## src/design/mac_filter_pkg.sv

```systemverilog
package mac_filter_pkg;

  // System clock rate, used to turn times into cycle counts.
  localparam int CLK_MHZ = 25;

  // Register byte offsets on the APB bus.
  localparam logic [7:0] OFF_SYS_DYNAMIC_CONFIG   = 8'h00;
  localparam logic [7:0] OFF_PORT_CONFIG_EXTENDED = 8'h04;
  localparam logic [7:0] OFF_SOURCE_PORT          = 8'h08;
  localparam logic [7:0] OFF_TIME_STAMP           = 8'h0c;
  localparam logic [7:0] OFF_RESULT_DATA          = 8'h10;
  localparam logic [7:0] OFF_STATUS               = 8'h14;
  localparam logic [7:0] OFF_HOST_CAM             = 8'h18;

  // Field positions.
  localparam int CFG_CAM_RUN_BIT      = 0;
  localparam int PCX_GROUP_SEARCH_BIT = 0;
  localparam int PCX_GROUP_PROC_BIT   = 1;
  localparam int PCX_DEFAULT_REJ_BIT  = 2;
  localparam int PCX_CRC_OFF_BIT      = 3;
  localparam int HOST_CM_N_BIT        = 16;
  localparam int HOST_W_N_BIT         = 17;
  localparam int HOST_EC_N_BIT        = 18;
  localparam int HOST_BUSY_BIT        = 31;
  localparam int RES_SRC_LSB          = 10;
  localparam int RES_TYPE_LSB         = 8;
  localparam int RES_MATCH_BIT        = 7;
  localparam int RES_DST_LSB          = 1;
  localparam int RES_SAME_BIT         = 0;
  localparam int ASSOC_STAMP_LSB      = 6;
  localparam int RES_VALID_BIT        = 16;

  // Reset values.
  localparam logic [3:0]  PCX_RESET   = 4'h0;
  localparam logic [5:0]  PORT_RESET  = 6'h00;
  localparam logic [7:0]  STAMP_RESET = 8'h00;

  // Frame type codes.
  localparam logic [1:0] TYPE_BCAST = 2'b00;
  localparam logic [1:0] TYPE_MCAST = 2'b01;
  localparam logic [1:0] TYPE_UCAST = 2'b10;

  // Receive framing: nibble values and lengths counted from the first address nibble.
  localparam logic [3:0]  PRE_NIB        = 4'h5;
  localparam logic [3:0]  SFD_NIB        = 4'hd;
  localparam logic [11:0] DA_LAST_NIB    = 12'd11;
  localparam logic [11:0] SA_LAST_NIB    = 12'd23;
  localparam logic [11:0] MIN_FRAME_NIBS = 12'd128;
  localparam logic [11:0] MAX_FRAME_NIBS = 12'd3036;

  // Frame check sequence, reflected form.
  localparam logic [31:0] CRC_INIT    = 32'hffffffff;
  localparam logic [31:0] CRC_POLY    = 32'hedb88320;
  localparam logic [31:0] CRC_RESIDUE = 32'hdebb20e3;

  // CAM strobe: least low time plus the two synchroniser stages on the flags.
  localparam int CAM_STROBE_NS  = 80;
  localparam int SYNC_STAGES    = 2;
  localparam int CAM_STROBE_CYC = (CAM_STROBE_NS * CLK_MHZ + 999) / 1000 + SYNC_STAGES;

  typedef enum {F_IDLE, F_PRE, F_DA, F_SA, F_BODY} frame_state_t;
  typedef enum {Q_IDLE, Q_SETUP, Q_ARM, Q_STROBE, Q_GAP} seq_state_t;
  typedef enum {JOB_DA, JOB_SA, JOB_HOST} job_t;

endpackage : mac_filter_pkg

```

## src/design/mac_address_filter_engine.sv

```systemverilog
// Notes on behaviour
// - Chain enable low through strobe when comparing.
// - Match input is last CAM's match flag.
// - Full input is last CAM's full flag.
// - CAM reset low in reset; software raises.
// - Register receive nibbles on receive clock.
// - Scan preamble and delimiter to find addresses.
// - Network work beats host CAM requests.
// - Classify; search unicast, groups when enabled.
// - Reject when destination port equals source.
// - Serial tag out on differing port match.
// - Unfound group takes configured default action.
// - Reject asserts reject and forwarded error.
// - Store result with type, port, outcome.
// - Host reads result from result register.
// - Result valid high while result waits.
// - Advance discards current, shows next result.
// - Hold source address, port and stamp.
// - Bad CRC or length abandons learning.
// - Good frames compare source address in CAM.
// - Refresh matched entry, else add new.
// - Type codes 00 broadcast, 01 multicast, 10 unicast.
// - Result word field layout is fixed.
// - Advance acts only while select high.
//
// Local design decisions: the address map and the APB interface to the registers.
`timescale 1ns/1ps
module mac_address_filter_engine import mac_filter_pkg::*; #(
  parameter int          RESULT_DEPTH = 4,
  parameter logic [15:0] LEARN_OPCODE = 16'h0000
) (
  input  wire logic        CLK,
  input  wire logic        RESETN,
  input  wire logic        PSEL,
  input  wire logic        PENABLE,
  input  wire logic        PWRITE,
  input  wire logic [7:0]  PADDR,
  input  wire logic [31:0] PWDATA,
  output logic      [31:0] PRDATA,
  output logic             PREADY,
  output logic             PSLVERR,
  input  wire logic        RX_CLK,
  input  wire logic        RX_DV,
  input  wire logic [3:0]  RXD,
  input  wire logic        RX_ER,
  output logic             FRAME_REJECT,
  output logic             FORWARDED_RX_ERROR,
  output logic             TAG_VALID,
  output logic             TAG_DATA,
  output logic      [15:0] RESULT_DATA,
  output logic             RESULT_OE_N,
  output logic             RESULT_VALID,
  input  wire logic        RESULT_SELECT,
  input  wire logic        RESULT_ADVANCE,
  input  wire logic [15:0] CAM_DQ_IN,
  output logic      [15:0] CAM_DQ_OUT,
  output logic             CAM_DQ_OE_N,
  output logic             CAM_ENABLE_N,
  output logic             CAM_WRITE_N,
  output logic             CAM_COMMAND_N,
  output logic             CHAIN_ENABLE_N,
  input  wire logic        MATCH_IN_N,
  input  wire logic        FULL_IN_N,
  output logic             CAM_RESET_N
);

  localparam int PW = (RESULT_DEPTH > 1) ? $clog2(RESULT_DEPTH) : 1;
  localparam int CW = $clog2(RESULT_DEPTH + 1);

  logic [26:0]  sync1;
  logic [26:0]  sync2;
  logic         rx_clk_s, rx_dv_s, rx_er_s, match_n_s, full_n_s, sel_s, adv_s;
  logic [3:0]   rxd_s;
  logic [15:0]  dq_s;
  logic         rx_clk_d, adv_d, rx_fall, rx_rise, adv_pulse;
  logic [3:0]   pcx;
  logic [5:0]   src_port;
  logic [7:0]   stamp;
  logic         host_pending;
  logic [18:0]  host_word;
  logic         apb_wr, apb_setup_rd, apb_pop, addr_hit;
  frame_state_t fstate;
  logic [11:0]  nibs;
  logic [47:0]  da, sa, sa_hold, next_da;
  logic [15:0]  sa_assoc;
  logic [31:0]  crc, next_crc;
  logic         err, da_req, sa_req, skip_done, frame_start, frame_end;
  logic [1:0]   ftype;
  logic         group;
  seq_state_t   qstate;
  job_t         job;
  logic [2:0]   step;
  logic [3:0]   cnt;
  logic         hit, da_take, sa_take, host_done, da_done;
  logic [15:0]  rd_word;
  logic         p_cm_n, p_w_n, p_ec_n, p_last;
  logic [15:0]  p_data;
  logic         res_trig, res_hit, same_port;
  logic [5:0]   res_port;
  logic [15:0]  res_word;
  logic [15:0]  res_mem [RESULT_DEPTH];
  logic [PW-1:0] wp, rp;
  logic [CW-1:0] count;
  logic         pop, push;
  logic [5:0]   tag_shift;
  logic [2:0]   tag_cnt;

  // One CAM data word of an address, first received byte high.
  function automatic logic [15:0] addr_word(input logic [47:0] a, input logic [2:0] idx);
    logic [15:0] w;
    w = 16'h0000;
    case (idx)
      3'd0:    w = {a[7:0], a[15:8]};
      3'd1:    w = {a[23:16], a[31:24]};
      default: w = {a[39:32], a[47:40]};
    endcase
    return w;
  endfunction : addr_word

  // Every pin from outside except the APB bus and reset passes two flip-flops; match and full come from the chain end.
  always_ff @(posedge CLK or negedge RESETN) begin
    if (!RESETN) begin
      sync1 <= 27'h0000000;
      sync2 <= 27'h0000000;
    end else begin
      sync1 <= {RX_CLK, RX_DV, RXD, RX_ER, MATCH_IN_N, FULL_IN_N, RESULT_SELECT,
                RESULT_ADVANCE, CAM_DQ_IN};
      sync2 <= sync1;
    end
  end

  assign {rx_clk_s, rx_dv_s, rxd_s, rx_er_s, match_n_s, full_n_s, sel_s, adv_s, dq_s} = sync2;

  // Edge finders on the synchronised receive clock and the advance strobe.
  always_ff @(posedge CLK or negedge RESETN) begin
    if (!RESETN) begin
      rx_clk_d <= 1'b0;
      adv_d    <= 1'b0;
    end else begin
      rx_clk_d <= rx_clk_s;
      adv_d    <= adv_s;
    end
  end

  // Nibbles are taken on the falling edge, mid-bit, where the data is settled.
  assign rx_fall   = rx_clk_d & ~rx_clk_s;
  assign rx_rise   = ~rx_clk_d & rx_clk_s;
  assign adv_pulse = adv_s & ~adv_d & sel_s;

  // APB decode; the slave never inserts wait states.
  assign apb_wr       = PSEL & PENABLE & PWRITE;
  assign apb_setup_rd = PSEL & ~PENABLE & ~PWRITE;
  assign PREADY       = 1'b1;
  always_comb begin
    case (PADDR)
      OFF_SYS_DYNAMIC_CONFIG, OFF_PORT_CONFIG_EXTENDED, OFF_SOURCE_PORT, OFF_TIME_STAMP,
      OFF_RESULT_DATA, OFF_STATUS, OFF_HOST_CAM: addr_hit = 1'b1;
      default:                                   addr_hit = 1'b0;
    endcase
  end
  assign PSLVERR = PSEL & PENABLE & ~addr_hit;
  // Reading the result register drains the queue only when the result port is not in use.
  assign apb_pop = PSEL & PENABLE & ~PWRITE & (PADDR == OFF_RESULT_DATA) & ~sel_s;

  // Software-written configuration and the host CAM request.
  always_ff @(posedge CLK or negedge RESETN) begin
    if (!RESETN) begin
      CAM_RESET_N  <= 1'b0;
      pcx          <= PCX_RESET;
      src_port     <= PORT_RESET;
      stamp        <= STAMP_RESET;
      host_pending <= 1'b0;
      host_word    <= 19'h00000;
    end else begin
      if (host_done) begin
        host_pending <= 1'b0;
      end
      if (apb_wr) begin
        case (PADDR)
          OFF_SYS_DYNAMIC_CONFIG:   CAM_RESET_N <= PWDATA[CFG_CAM_RUN_BIT];
          OFF_PORT_CONFIG_EXTENDED: pcx         <= PWDATA[3:0];
          OFF_SOURCE_PORT:          src_port    <= PWDATA[5:0];
          OFF_TIME_STAMP:           stamp       <= PWDATA[7:0];
          OFF_HOST_CAM: begin
            if (!host_pending) begin
              host_word    <= PWDATA[18:0];
              host_pending <= 1'b1;
            end
          end
          default: ;
        endcase
      end
    end
  end

  // Read data is captured in the setup phase so it stands through the access phase.
  always_ff @(posedge CLK or negedge RESETN) begin
    if (!RESETN) begin
      PRDATA <= 32'h00000000;
    end else if (apb_setup_rd) begin
      case (PADDR)
        OFF_SYS_DYNAMIC_CONFIG:   PRDATA <= {31'h0, CAM_RESET_N};
        OFF_PORT_CONFIG_EXTENDED: PRDATA <= {28'h0, pcx};
        OFF_SOURCE_PORT:          PRDATA <= {26'h0, src_port};
        OFF_TIME_STAMP:           PRDATA <= {24'h0, stamp};
        OFF_RESULT_DATA:          PRDATA <= {15'h0, RESULT_VALID, RESULT_DATA};
        OFF_STATUS:               PRDATA <= {29'h0, host_pending, ~full_n_s, RESULT_VALID};
        OFF_HOST_CAM:             PRDATA <= {host_pending, 15'h0, rd_word};
        default:                  PRDATA <= 32'h00000000;
      endcase
    end
  end

  // Next address shift value and frame check update for the current nibble.
  always_comb begin
    next_da  = {rxd_s, da[47:4]};
    next_crc = crc;
    for (int i = 0; i < 4; i++) begin
      next_crc = (next_crc[0] ^ rxd_s[i]) ? ((next_crc >> 1) ^ CRC_POLY) : (next_crc >> 1);
    end
  end

  // Receive parser: preamble, delimiter, addresses, body, and end-of-frame checks.
  always_ff @(posedge CLK or negedge RESETN) begin
    if (!RESETN) begin
      fstate      <= F_IDLE;
      nibs        <= 12'h000;
      da          <= 48'h0;
      sa          <= 48'h0;
      sa_hold     <= 48'h0;
      sa_assoc    <= 16'h0000;
      crc         <= CRC_INIT;
      err         <= 1'b0;
      ftype       <= TYPE_UCAST;
      group       <= 1'b0;
      da_req      <= 1'b0;
      sa_req      <= 1'b0;
      skip_done   <= 1'b0;
      frame_start <= 1'b0;
      frame_end   <= 1'b0;
    end else begin
      skip_done   <= 1'b0;
      frame_start <= 1'b0;
      frame_end   <= 1'b0;
      if (da_take) begin
        da_req <= 1'b0;
      end
      if (sa_take) begin
        sa_req <= 1'b0;
      end
      if (rx_fall) begin
        case (fstate)
          F_IDLE: begin
            if (rx_dv_s && rxd_s == PRE_NIB) begin
              fstate <= F_PRE;
            end
          end
          F_PRE: begin
            if (!rx_dv_s || (rxd_s != PRE_NIB && rxd_s != SFD_NIB)) begin
              fstate <= F_IDLE;
            end else if (rxd_s == SFD_NIB) begin
              fstate      <= F_DA;
              nibs        <= 12'h000;
              crc         <= CRC_INIT;
              err         <= 1'b0;
              frame_start <= 1'b1;
            end
          end
          F_DA, F_SA, F_BODY: begin
            if (!rx_dv_s) begin
              fstate    <= F_IDLE;
              frame_end <= 1'b1;
              // Learning only follows a clean frame of legal length.
              if (fstate == F_BODY && !err && nibs >= MIN_FRAME_NIBS && nibs <= MAX_FRAME_NIBS
                  && !nibs[0] && (crc == CRC_RESIDUE || pcx[PCX_CRC_OFF_BIT])) begin
                sa_req <= 1'b1;
              end
            end else begin
              nibs <= nibs + 12'd1;
              crc  <= next_crc;
              err  <= err | rx_er_s;
              if (fstate == F_DA) begin
                da <= next_da;
              end
              if (fstate == F_SA) begin
                sa <= {rxd_s, sa[47:4]};
              end
              if (fstate == F_DA && nibs == DA_LAST_NIB) begin
                fstate <= F_SA;
                group  <= next_da[0];
                ftype  <= (&next_da) ? TYPE_BCAST : (next_da[0] ? TYPE_MCAST : TYPE_UCAST);
                if (!next_da[0] || pcx[PCX_GROUP_SEARCH_BIT]) begin
                  da_req <= 1'b1;
                end else begin
                  skip_done <= 1'b1;
                end
              end
              if (fstate == F_SA && nibs == SA_LAST_NIB) begin
                fstate <= F_BODY;
                // A previous source address still waiting for the CAM is not overwritten.
                if (!sa_req) begin
                  sa_hold  <= {rxd_s, sa[47:4]};
                  sa_assoc <= {2'b00, stamp, src_port};
                end
              end
            end
          end
          default: fstate <= F_IDLE;
        endcase
      end
    end
  end

  // Fields of the CAM cycle that the sequencer is about to run.
  always_comb begin
    p_cm_n = 1'b1;
    p_w_n  = 1'b0;
    p_ec_n = 1'b1;
    p_data = 16'h0000;
    p_last = 1'b0;
    case (job)
      JOB_DA: begin
        if (step < 3'd3) begin
          p_data = addr_word(da, step);
          p_ec_n = (step != 3'd2);
        end else begin
          p_w_n  = 1'b1;
          p_ec_n = 1'b0;
          p_last = 1'b1;
        end
      end
      JOB_SA: begin
        if (step < 3'd3) begin
          p_data = addr_word(sa_hold, step);
          p_ec_n = (step != 3'd2);
        end else if (step == 3'd3 && !hit) begin
          p_cm_n = 1'b0;
          p_data = LEARN_OPCODE;
        end else begin
          p_data = sa_assoc;
          p_last = 1'b1;
        end
      end
      default: begin
        p_cm_n = host_word[HOST_CM_N_BIT];
        p_w_n  = host_word[HOST_W_N_BIT];
        p_ec_n = host_word[HOST_EC_N_BIT];
        p_data = host_word[15:0];
        p_last = 1'b1;
      end
    endcase
  end

  // CAM sequencer: arbitration, then setup, strobe and recovery for each cycle.
  always_ff @(posedge CLK or negedge RESETN) begin
    if (!RESETN) begin
      qstate         <= Q_IDLE;
      job            <= JOB_HOST;
      step           <= 3'd0;
      cnt            <= 4'd0;
      hit            <= 1'b0;
      rd_word        <= 16'h0000;
      da_take        <= 1'b0;
      sa_take        <= 1'b0;
      host_done      <= 1'b0;
      da_done        <= 1'b0;
      CAM_ENABLE_N   <= 1'b1;
      CAM_WRITE_N    <= 1'b1;
      CAM_COMMAND_N  <= 1'b1;
      CHAIN_ENABLE_N <= 1'b1;
      CAM_DQ_OUT     <= 16'h0000;
      CAM_DQ_OE_N    <= 1'b1;
    end else begin
      da_take   <= 1'b0;
      sa_take   <= 1'b0;
      host_done <= 1'b0;
      da_done   <= 1'b0;
      case (qstate)
        Q_IDLE: begin
          step <= 3'd0;
          hit  <= 1'b0;
          if (CAM_RESET_N) begin
            // Receive traffic always goes ahead of host accesses.
            if (da_req && !da_take) begin
              job     <= JOB_DA;
              da_take <= 1'b1;
              qstate  <= Q_SETUP;
            end else if (sa_req && !sa_take) begin
              job     <= JOB_SA;
              sa_take <= 1'b1;
              qstate  <= Q_SETUP;
            end else if (host_pending && !host_done) begin
              job    <= JOB_HOST;
              qstate <= Q_SETUP;
            end
          end
        end
        Q_SETUP: begin
          CAM_COMMAND_N  <= p_cm_n;
          CAM_WRITE_N    <= p_w_n;
          CHAIN_ENABLE_N <= p_ec_n;
          CAM_DQ_OUT     <= p_data;
          CAM_DQ_OE_N    <= p_w_n;
          qstate         <= Q_ARM;
        end
        Q_ARM: begin
          // Chain enable already stands a cycle before the strobe falls.
          CAM_ENABLE_N <= 1'b0;
          cnt          <= 4'd0;
          qstate       <= Q_STROBE;
        end
        Q_STROBE: begin
          cnt <= cnt + 4'd1;
          if (cnt == 4'(CAM_STROBE_CYC - 1)) begin
            CAM_ENABLE_N <= 1'b1;
            if (CAM_WRITE_N) begin
              rd_word <= dq_s;
            end
            if (job != JOB_HOST && step == 3'd2) begin
              hit <= ~match_n_s;
            end
            qstate <= Q_GAP;
          end
        end
        Q_GAP: begin
          CHAIN_ENABLE_N <= 1'b1;
          CAM_DQ_OE_N    <= 1'b1;
          qstate         <= Q_SETUP;
          step           <= step + 3'd1;
          if (job == JOB_DA && (p_last || (step == 3'd2 && !hit))) begin
            da_done <= 1'b1;
            qstate  <= Q_IDLE;
          end
          // A full chain cannot take a new entry, so an unknown address is dropped.
          if (job == JOB_SA && (p_last || (step == 3'd2 && !hit && !full_n_s))) begin
            qstate <= Q_IDLE;
          end
          if (job == JOB_HOST) begin
            host_done <= 1'b1;
            qstate    <= Q_IDLE;
          end
        end
        default: qstate <= Q_IDLE;
      endcase
    end
  end

  // Outcome of destination processing, searched or not.
  assign res_trig  = da_done | skip_done;
  assign res_hit   = da_done & hit;
  assign res_port  = res_hit ? rd_word[5:0] : 6'h00;
  assign same_port = res_hit & (res_port == src_port);
  always_comb begin
    res_word                                 = 16'h0000;
    res_word[RES_SRC_LSB +: 6]               = src_port;
    res_word[RES_TYPE_LSB +: 2]              = ftype;
    if (ftype == TYPE_UCAST) begin
      res_word[RES_MATCH_BIT]     = res_hit;
      res_word[RES_DST_LSB +: 6]  = res_port;
      res_word[RES_SAME_BIT]      = same_port;
    end
  end

  // Reject and the forced receive error stand until the frame ends or the next begins.
  always_ff @(posedge CLK or negedge RESETN) begin
    if (!RESETN) begin
      FRAME_REJECT       <= 1'b0;
      FORWARDED_RX_ERROR <= 1'b0;
    end else begin
      FORWARDED_RX_ERROR <= rx_er_s | FRAME_REJECT;
      if (frame_end || frame_start) begin
        FRAME_REJECT <= 1'b0;
      end
      if (res_trig && (same_port || (!res_hit && group && pcx[PCX_GROUP_PROC_BIT]
                                     && pcx[PCX_DEFAULT_REJ_BIT]))) begin
        FRAME_REJECT <= 1'b1;
      end
    end
  end

  // Serial tag: destination port, high bit first, changing after receive clock rises.
  always_ff @(posedge CLK or negedge RESETN) begin
    if (!RESETN) begin
      tag_shift <= 6'h00;
      tag_cnt   <= 3'd0;
      TAG_VALID <= 1'b0;
      TAG_DATA  <= 1'b0;
    end else begin
      if (res_trig && res_hit && !same_port) begin
        tag_shift <= res_port;
        tag_cnt   <= 3'd6;
      end else if (rx_rise) begin
        TAG_VALID <= (tag_cnt != 3'd0);
        TAG_DATA  <= (tag_cnt != 3'd0) ? tag_shift[5] : 1'b0;
        if (tag_cnt != 3'd0) begin
          tag_shift <= {tag_shift[4:0], 1'b0};
          tag_cnt   <= tag_cnt - 3'd1;
        end
      end
    end
  end

  // Result queue; when it is full a new result is lost rather than stalling the parser.
  assign pop  = (count != '0) & (adv_pulse | apb_pop);
  assign push = res_trig & ((count != CW'(RESULT_DEPTH)) | pop);
  always_ff @(posedge CLK or negedge RESETN) begin
    if (!RESETN) begin
      wp    <= '0;
      rp    <= '0;
      count <= '0;
    end else begin
      if (push) begin
        res_mem[wp] <= res_word;
        wp          <= (wp == PW'(RESULT_DEPTH - 1)) ? '0 : wp + PW'(1);
      end
      if (pop) begin
        rp <= (rp == PW'(RESULT_DEPTH - 1)) ? '0 : rp + PW'(1);
      end
      count <= count + CW'(push) - CW'(pop);
    end
  end

  // Result port outputs, registered together so valid and data agree.
  always_ff @(posedge CLK or negedge RESETN) begin
    if (!RESETN) begin
      RESULT_VALID <= 1'b0;
      RESULT_DATA  <= 16'h0000;
      RESULT_OE_N  <= 1'b1;
    end else begin
      RESULT_VALID <= (count != '0);
      RESULT_DATA  <= (count != '0) ? res_mem[rp] : 16'h0000;
      RESULT_OE_N  <= ~sel_s;
    end
  end

endmodule : mac_address_filter_engine

```

## config.mk

```make
export PLATFORM = sky130hd
export DESIGN_NAME = mac_address_filter_engine
export DESIGN_NICKNAME = d
export VERILOG_FILES = /design/src/design/mac_filter_pkg.sv /design/src/design/mac_address_filter_engine.sv
export SDC_FILE = /design/constraint.sdc
export NUM_CORES = 1
export LEC_CHECK = 0
export ABC_AREA = 1
export ABC_CLOCK_PERIOD_IN_PS = 2230
export BUFFER_PORTS_ARGS = -buffer_cell sky130_fd_sc_hd__buf_2
export CORE_MARGIN = 2
export CORE_UTILIZATION = 35
export CTS_BUF_LIST = sky130_fd_sc_hd__clkbuf_2 sky130_fd_sc_hd__clkbuf_4 sky130_fd_sc_hd__clkbuf_8
export DETAILED_ROUTE_END_ITERATION = 8
export GPL_TIMING_DRIVEN = 0
export PLACE_DENSITY = 0.49
export SLEW_MARGIN = 20
export SYNTH_ARGS = -nofsm -noshare
export SYNTH_HDL_FRONTEND = slang
export SYNTH_SLANG_ARGS = --single-unit
```

## constraint.sdc

```tcl
create_clock -name CLK -period 2.23 [get_ports CLK]
set_input_delay 0.3345 -clock CLK [delete_from_list [all_inputs] [get_ports CLK]]
set_output_delay 0.3345 -clock CLK [all_outputs]
set_load 0.01 [all_outputs]
```

==> out/metrics.yaml <==
ys.flop_type: "dfrtp_1"
die_y_um: 248.7
tns_ps: 0
cp_slowest_cell: "dfrtp_1"
crit_buf_inv: 4
synth.ff_latch_count: 479
hold_viol_final: 0
clock-sinks: 479
drcViolationCount: 20
violations: "design-rule violations"
routed_via_density: 4.807
cts-root-buf: "clkbuf_8"
grt_setup_unrepaired: "yes"
track_usage_pct: 20.20
crit_fanout: 10
gp_congestion: 0.8876
cp.required_ps: 2800
end_kind: "register"
core_area_um2: 59130
synth_cells: 2332
cts_tree: "built"
ios: 150
ant_nets: 0
drive_gt1_share_pct: 17.85
hold_path.class: "in -> reg"
cap_viol_max_count: 0
crit_arrival_ps: 2730
die_w_um: 248.7
outcome: "complete, but fails checks"
yosysWarnings: 0
p_int_mw: 16.81
final_util_pct: 42.74
drv_slew: 0
slowest_delay_ps: 420
instances_no_fill: 3459
syn_avg_cell_area_um2: 8.985
area_growth_pct: 20.61
hold-worst-slack_ps: 63.58
clk-insertion-delay-late_ps: 690
cts_setup_buffers: 0
p_comb_share_pct: 20.9
worstMarginPinSlew_ps: 664.4
cts_made_buffers: 86
row_count: 89
totalWireLength_um: 62250
grt_pass1_wl_um: 97230
setup_viol: 0
p_seq_share_pct: 43.7
cts_buffer_depth: 3
p_sw_mw: 8.010
slew_headroom_pct: 55.71
crit_type: "reg -> reg"
dp_hpwl_um: 44840
vias: 16630
synthArstFlopShare_pct: 86.64
wire_per_inst_um: 18.00
grt_max_degree: 97
fin_crit_ps: 2153
critPathTopFamily: "simple AND/OR/NAND/NOR gates"
skew_ps: 37.59
syn_area_um2: 20950
fmax_ghz: 0.4646
initial_core_util_pct: 35.44
synth.distinct_cells: 51
htree_num_levels: 3
nets: 2703
clkPwrFrac_pct: 35.4
place_inst: 3248
finalCritPeriodShare_pct: 96.53
port_buffers: 121
cts.clk_slew.worst_paths_ps: 60
cellPowerDensity_nw_per_um2: 982.0
netSwitchingFraction_pct: 32.28
start_kind: "register"
synth-edff-count: 64
first_iter_violations: 1209
yosysSeqAreaShare_pct: 58.97
grt-ovfl-total: 0
antenna_found_initial: 1
detail_route.first_pass.iterations: 9
dieArea_um2: 61840
grt_pass1_vias: 16850
leakage_nw: 11.57
vdd_ir_drop_max_mv: 0.5243
worstPathCellList: "inv_1 -> ha_1 -> inv_1 -> nor2_2 -> nor2_2 -> buf_2 -> nand2_1 -> nand3_1 -> nand3_1 -> nand3_1 -> nand2_1 -> inv_1"
## registers in the layout, summed over array words and instances, names as in the netlist, 18 cells and up
register	flops
sync1	27
res_mem	64
sa	44
sa_hold	48
da	48
crc	32
host_word	19
sync2	27
PRDATA	18
## power groups by stage
stage          registers, mW  logic (mW)  clock network [mW]
2_1_floorplan           10.8        3.26                   0
3_3_place_gp            11.0        4.98                   0
3_5_place_dp            11.0        5.09                   0
4_1_cts                 10.9        5.21                9.06
5_1_grt                 11.0        5.85                9.44
6_report                10.9        5.18                8.78
## timing repair
item / CTS / global route
resized for setup: 3 / 19
hold endpoints to repair: 235 / 112
hold buffers: 49 / 3
endpoints found under the setup margin: 36 / 72
gates cloned: 0 / 0
## per-stage QoR
stage	power [mW]	instance area [um^2]	setup slack (ps)
after CTS	25.14	25170	21.68
after global routing	26.27	25270	-33.41
after global placement	15.98	22580	-8445
after detailed placement	16.11	22790	-583.1
after floorplan	14.10	21000	-104.9
final	24.82	25270	77.40
## kinds of logic (layout without fill, tap and decap cells)
| group | after synthesis | after routing | share of synthesized area (%) |
|---|---|---|---|
| AOI/OAI and AO/OA | 394 | 394 | 9.960 |
| xor gates and xnor gates | 43 | 43 | 1.797 |
| adders and majority gates | 17 | 17 | 1.051 |
| buffers and inverters | 348 | 687 | 7.243 |
| DFF | 479 | 479 | 58.97 |
| muxes | 4 | 4 | 0.2149 |
| other | 2 | 17 | 0.03584 |
| and+or+nand+nor | 1045 | 1045 | 20.73 |
## final timing paths
| path | startpoint | endpoint | slack [ps] | depth (start not counted) |
|---|---|---|---|---|
| min in group asynchronous | RESETN | sa[18] | 510 | 6 |
| max reg2reg | step[0] | CAM_DQ_OUT[14] | 80 | 12 |
| max | step[0] | CAM_DQ_OUT[14] | 80 | 12 |
| min | PWDATA[2] | stamp[2] | 60 | 3 |
| min reg2reg | sync1[24] | sync2[24] | 350 | 0 |
| max in group asynchronous | RESETN | crc[20] | 720 | 8 |
## cells in the final DEF (no fill, tap or decap), types with 17 or more instances in the layout
master and n:
clkbuf_4 39, nand3_1 135, nand2_1 587, buf_4 18
dfstp_2 40, buf_2 149, dlygate4sd3_1 45, nand4_1 31
clkbuf_8 98, o21ai_0 192, nor2_1 217, dfrtp_1 375
inv_1 231, o21ai_1 70, o21ai_2 19, nor3_1 22
clkbuf_1 41, xor2_1 39, nand2_2 17, a21oi_1 99
edfxtp_1 64
## final cells by class
| type | count | area, um^2 |
|---|---|---|
| clock buffers | 137 | 1642 |
| repair buffers | 182 | 1404 |
| inverters | 238 | 895.9 |
| well taps | 773 | 967.2 |
| diodes | 2 | 5.005 |
| flip-flops and latches | 479 | 12360 |
| multi-input cells | 1518 | 7178 |
| plain buffers | 109 | 624.3 |
| fillers | 5918 | 33860 |
| clock inverters | 21 | 198.9 |
## Yosys cell counts, types with 2 or more instances
cell	n	area share, %
edfxtp_1	64	9.2
conb_1	2	0.036
xnor2_1	4	0.17
or2_2	5	0.15
buf_4	18	0.64
o21ai_2	19	0.79
o21ai_1	70	1.7
inv_1	231	4.1
buf_1	2	0.036
o211ai_1	2	0.072
a21boi_0	2	0.072
clkbuf_1	47	0.84
xor2_1	39	1.6
dfstp_2	40	5.0
ha_1	16	0.96
o21ai_0	192	4.6
nand2_2	15	0.45
nand4_1	31	0.93
dfrtp_1	375	45
nor3_1	22	0.53
buf_6	14	0.75
nor2_2	9	0.27
clkinv_1	2	0.036
nand3_1	135	3.2
nand3b_1	3	0.11
nor2_1	227	4.1
mux2_2	4	0.21
a21oi_2	2	0.084
inv_2	4	0.072
buf_2	29	0.69
nand2_1	589	11
a21oi_1	99	2.4
## routing by layer
layer,GRT usage [%],share of wire (%),vias up
li1,-,-,8048
met1,28.32,47,8094
met2,31.57,45,381
met3,4.135,5.5,105
met4,6.078,2.5,0
met5,0,0,-
## worst min-delay path, stage by stage
cell and delay (ps):
buf_2 80, inv_1 130, o21ai_1 160
Note: power is estimated with default switching activity, not from simulation.
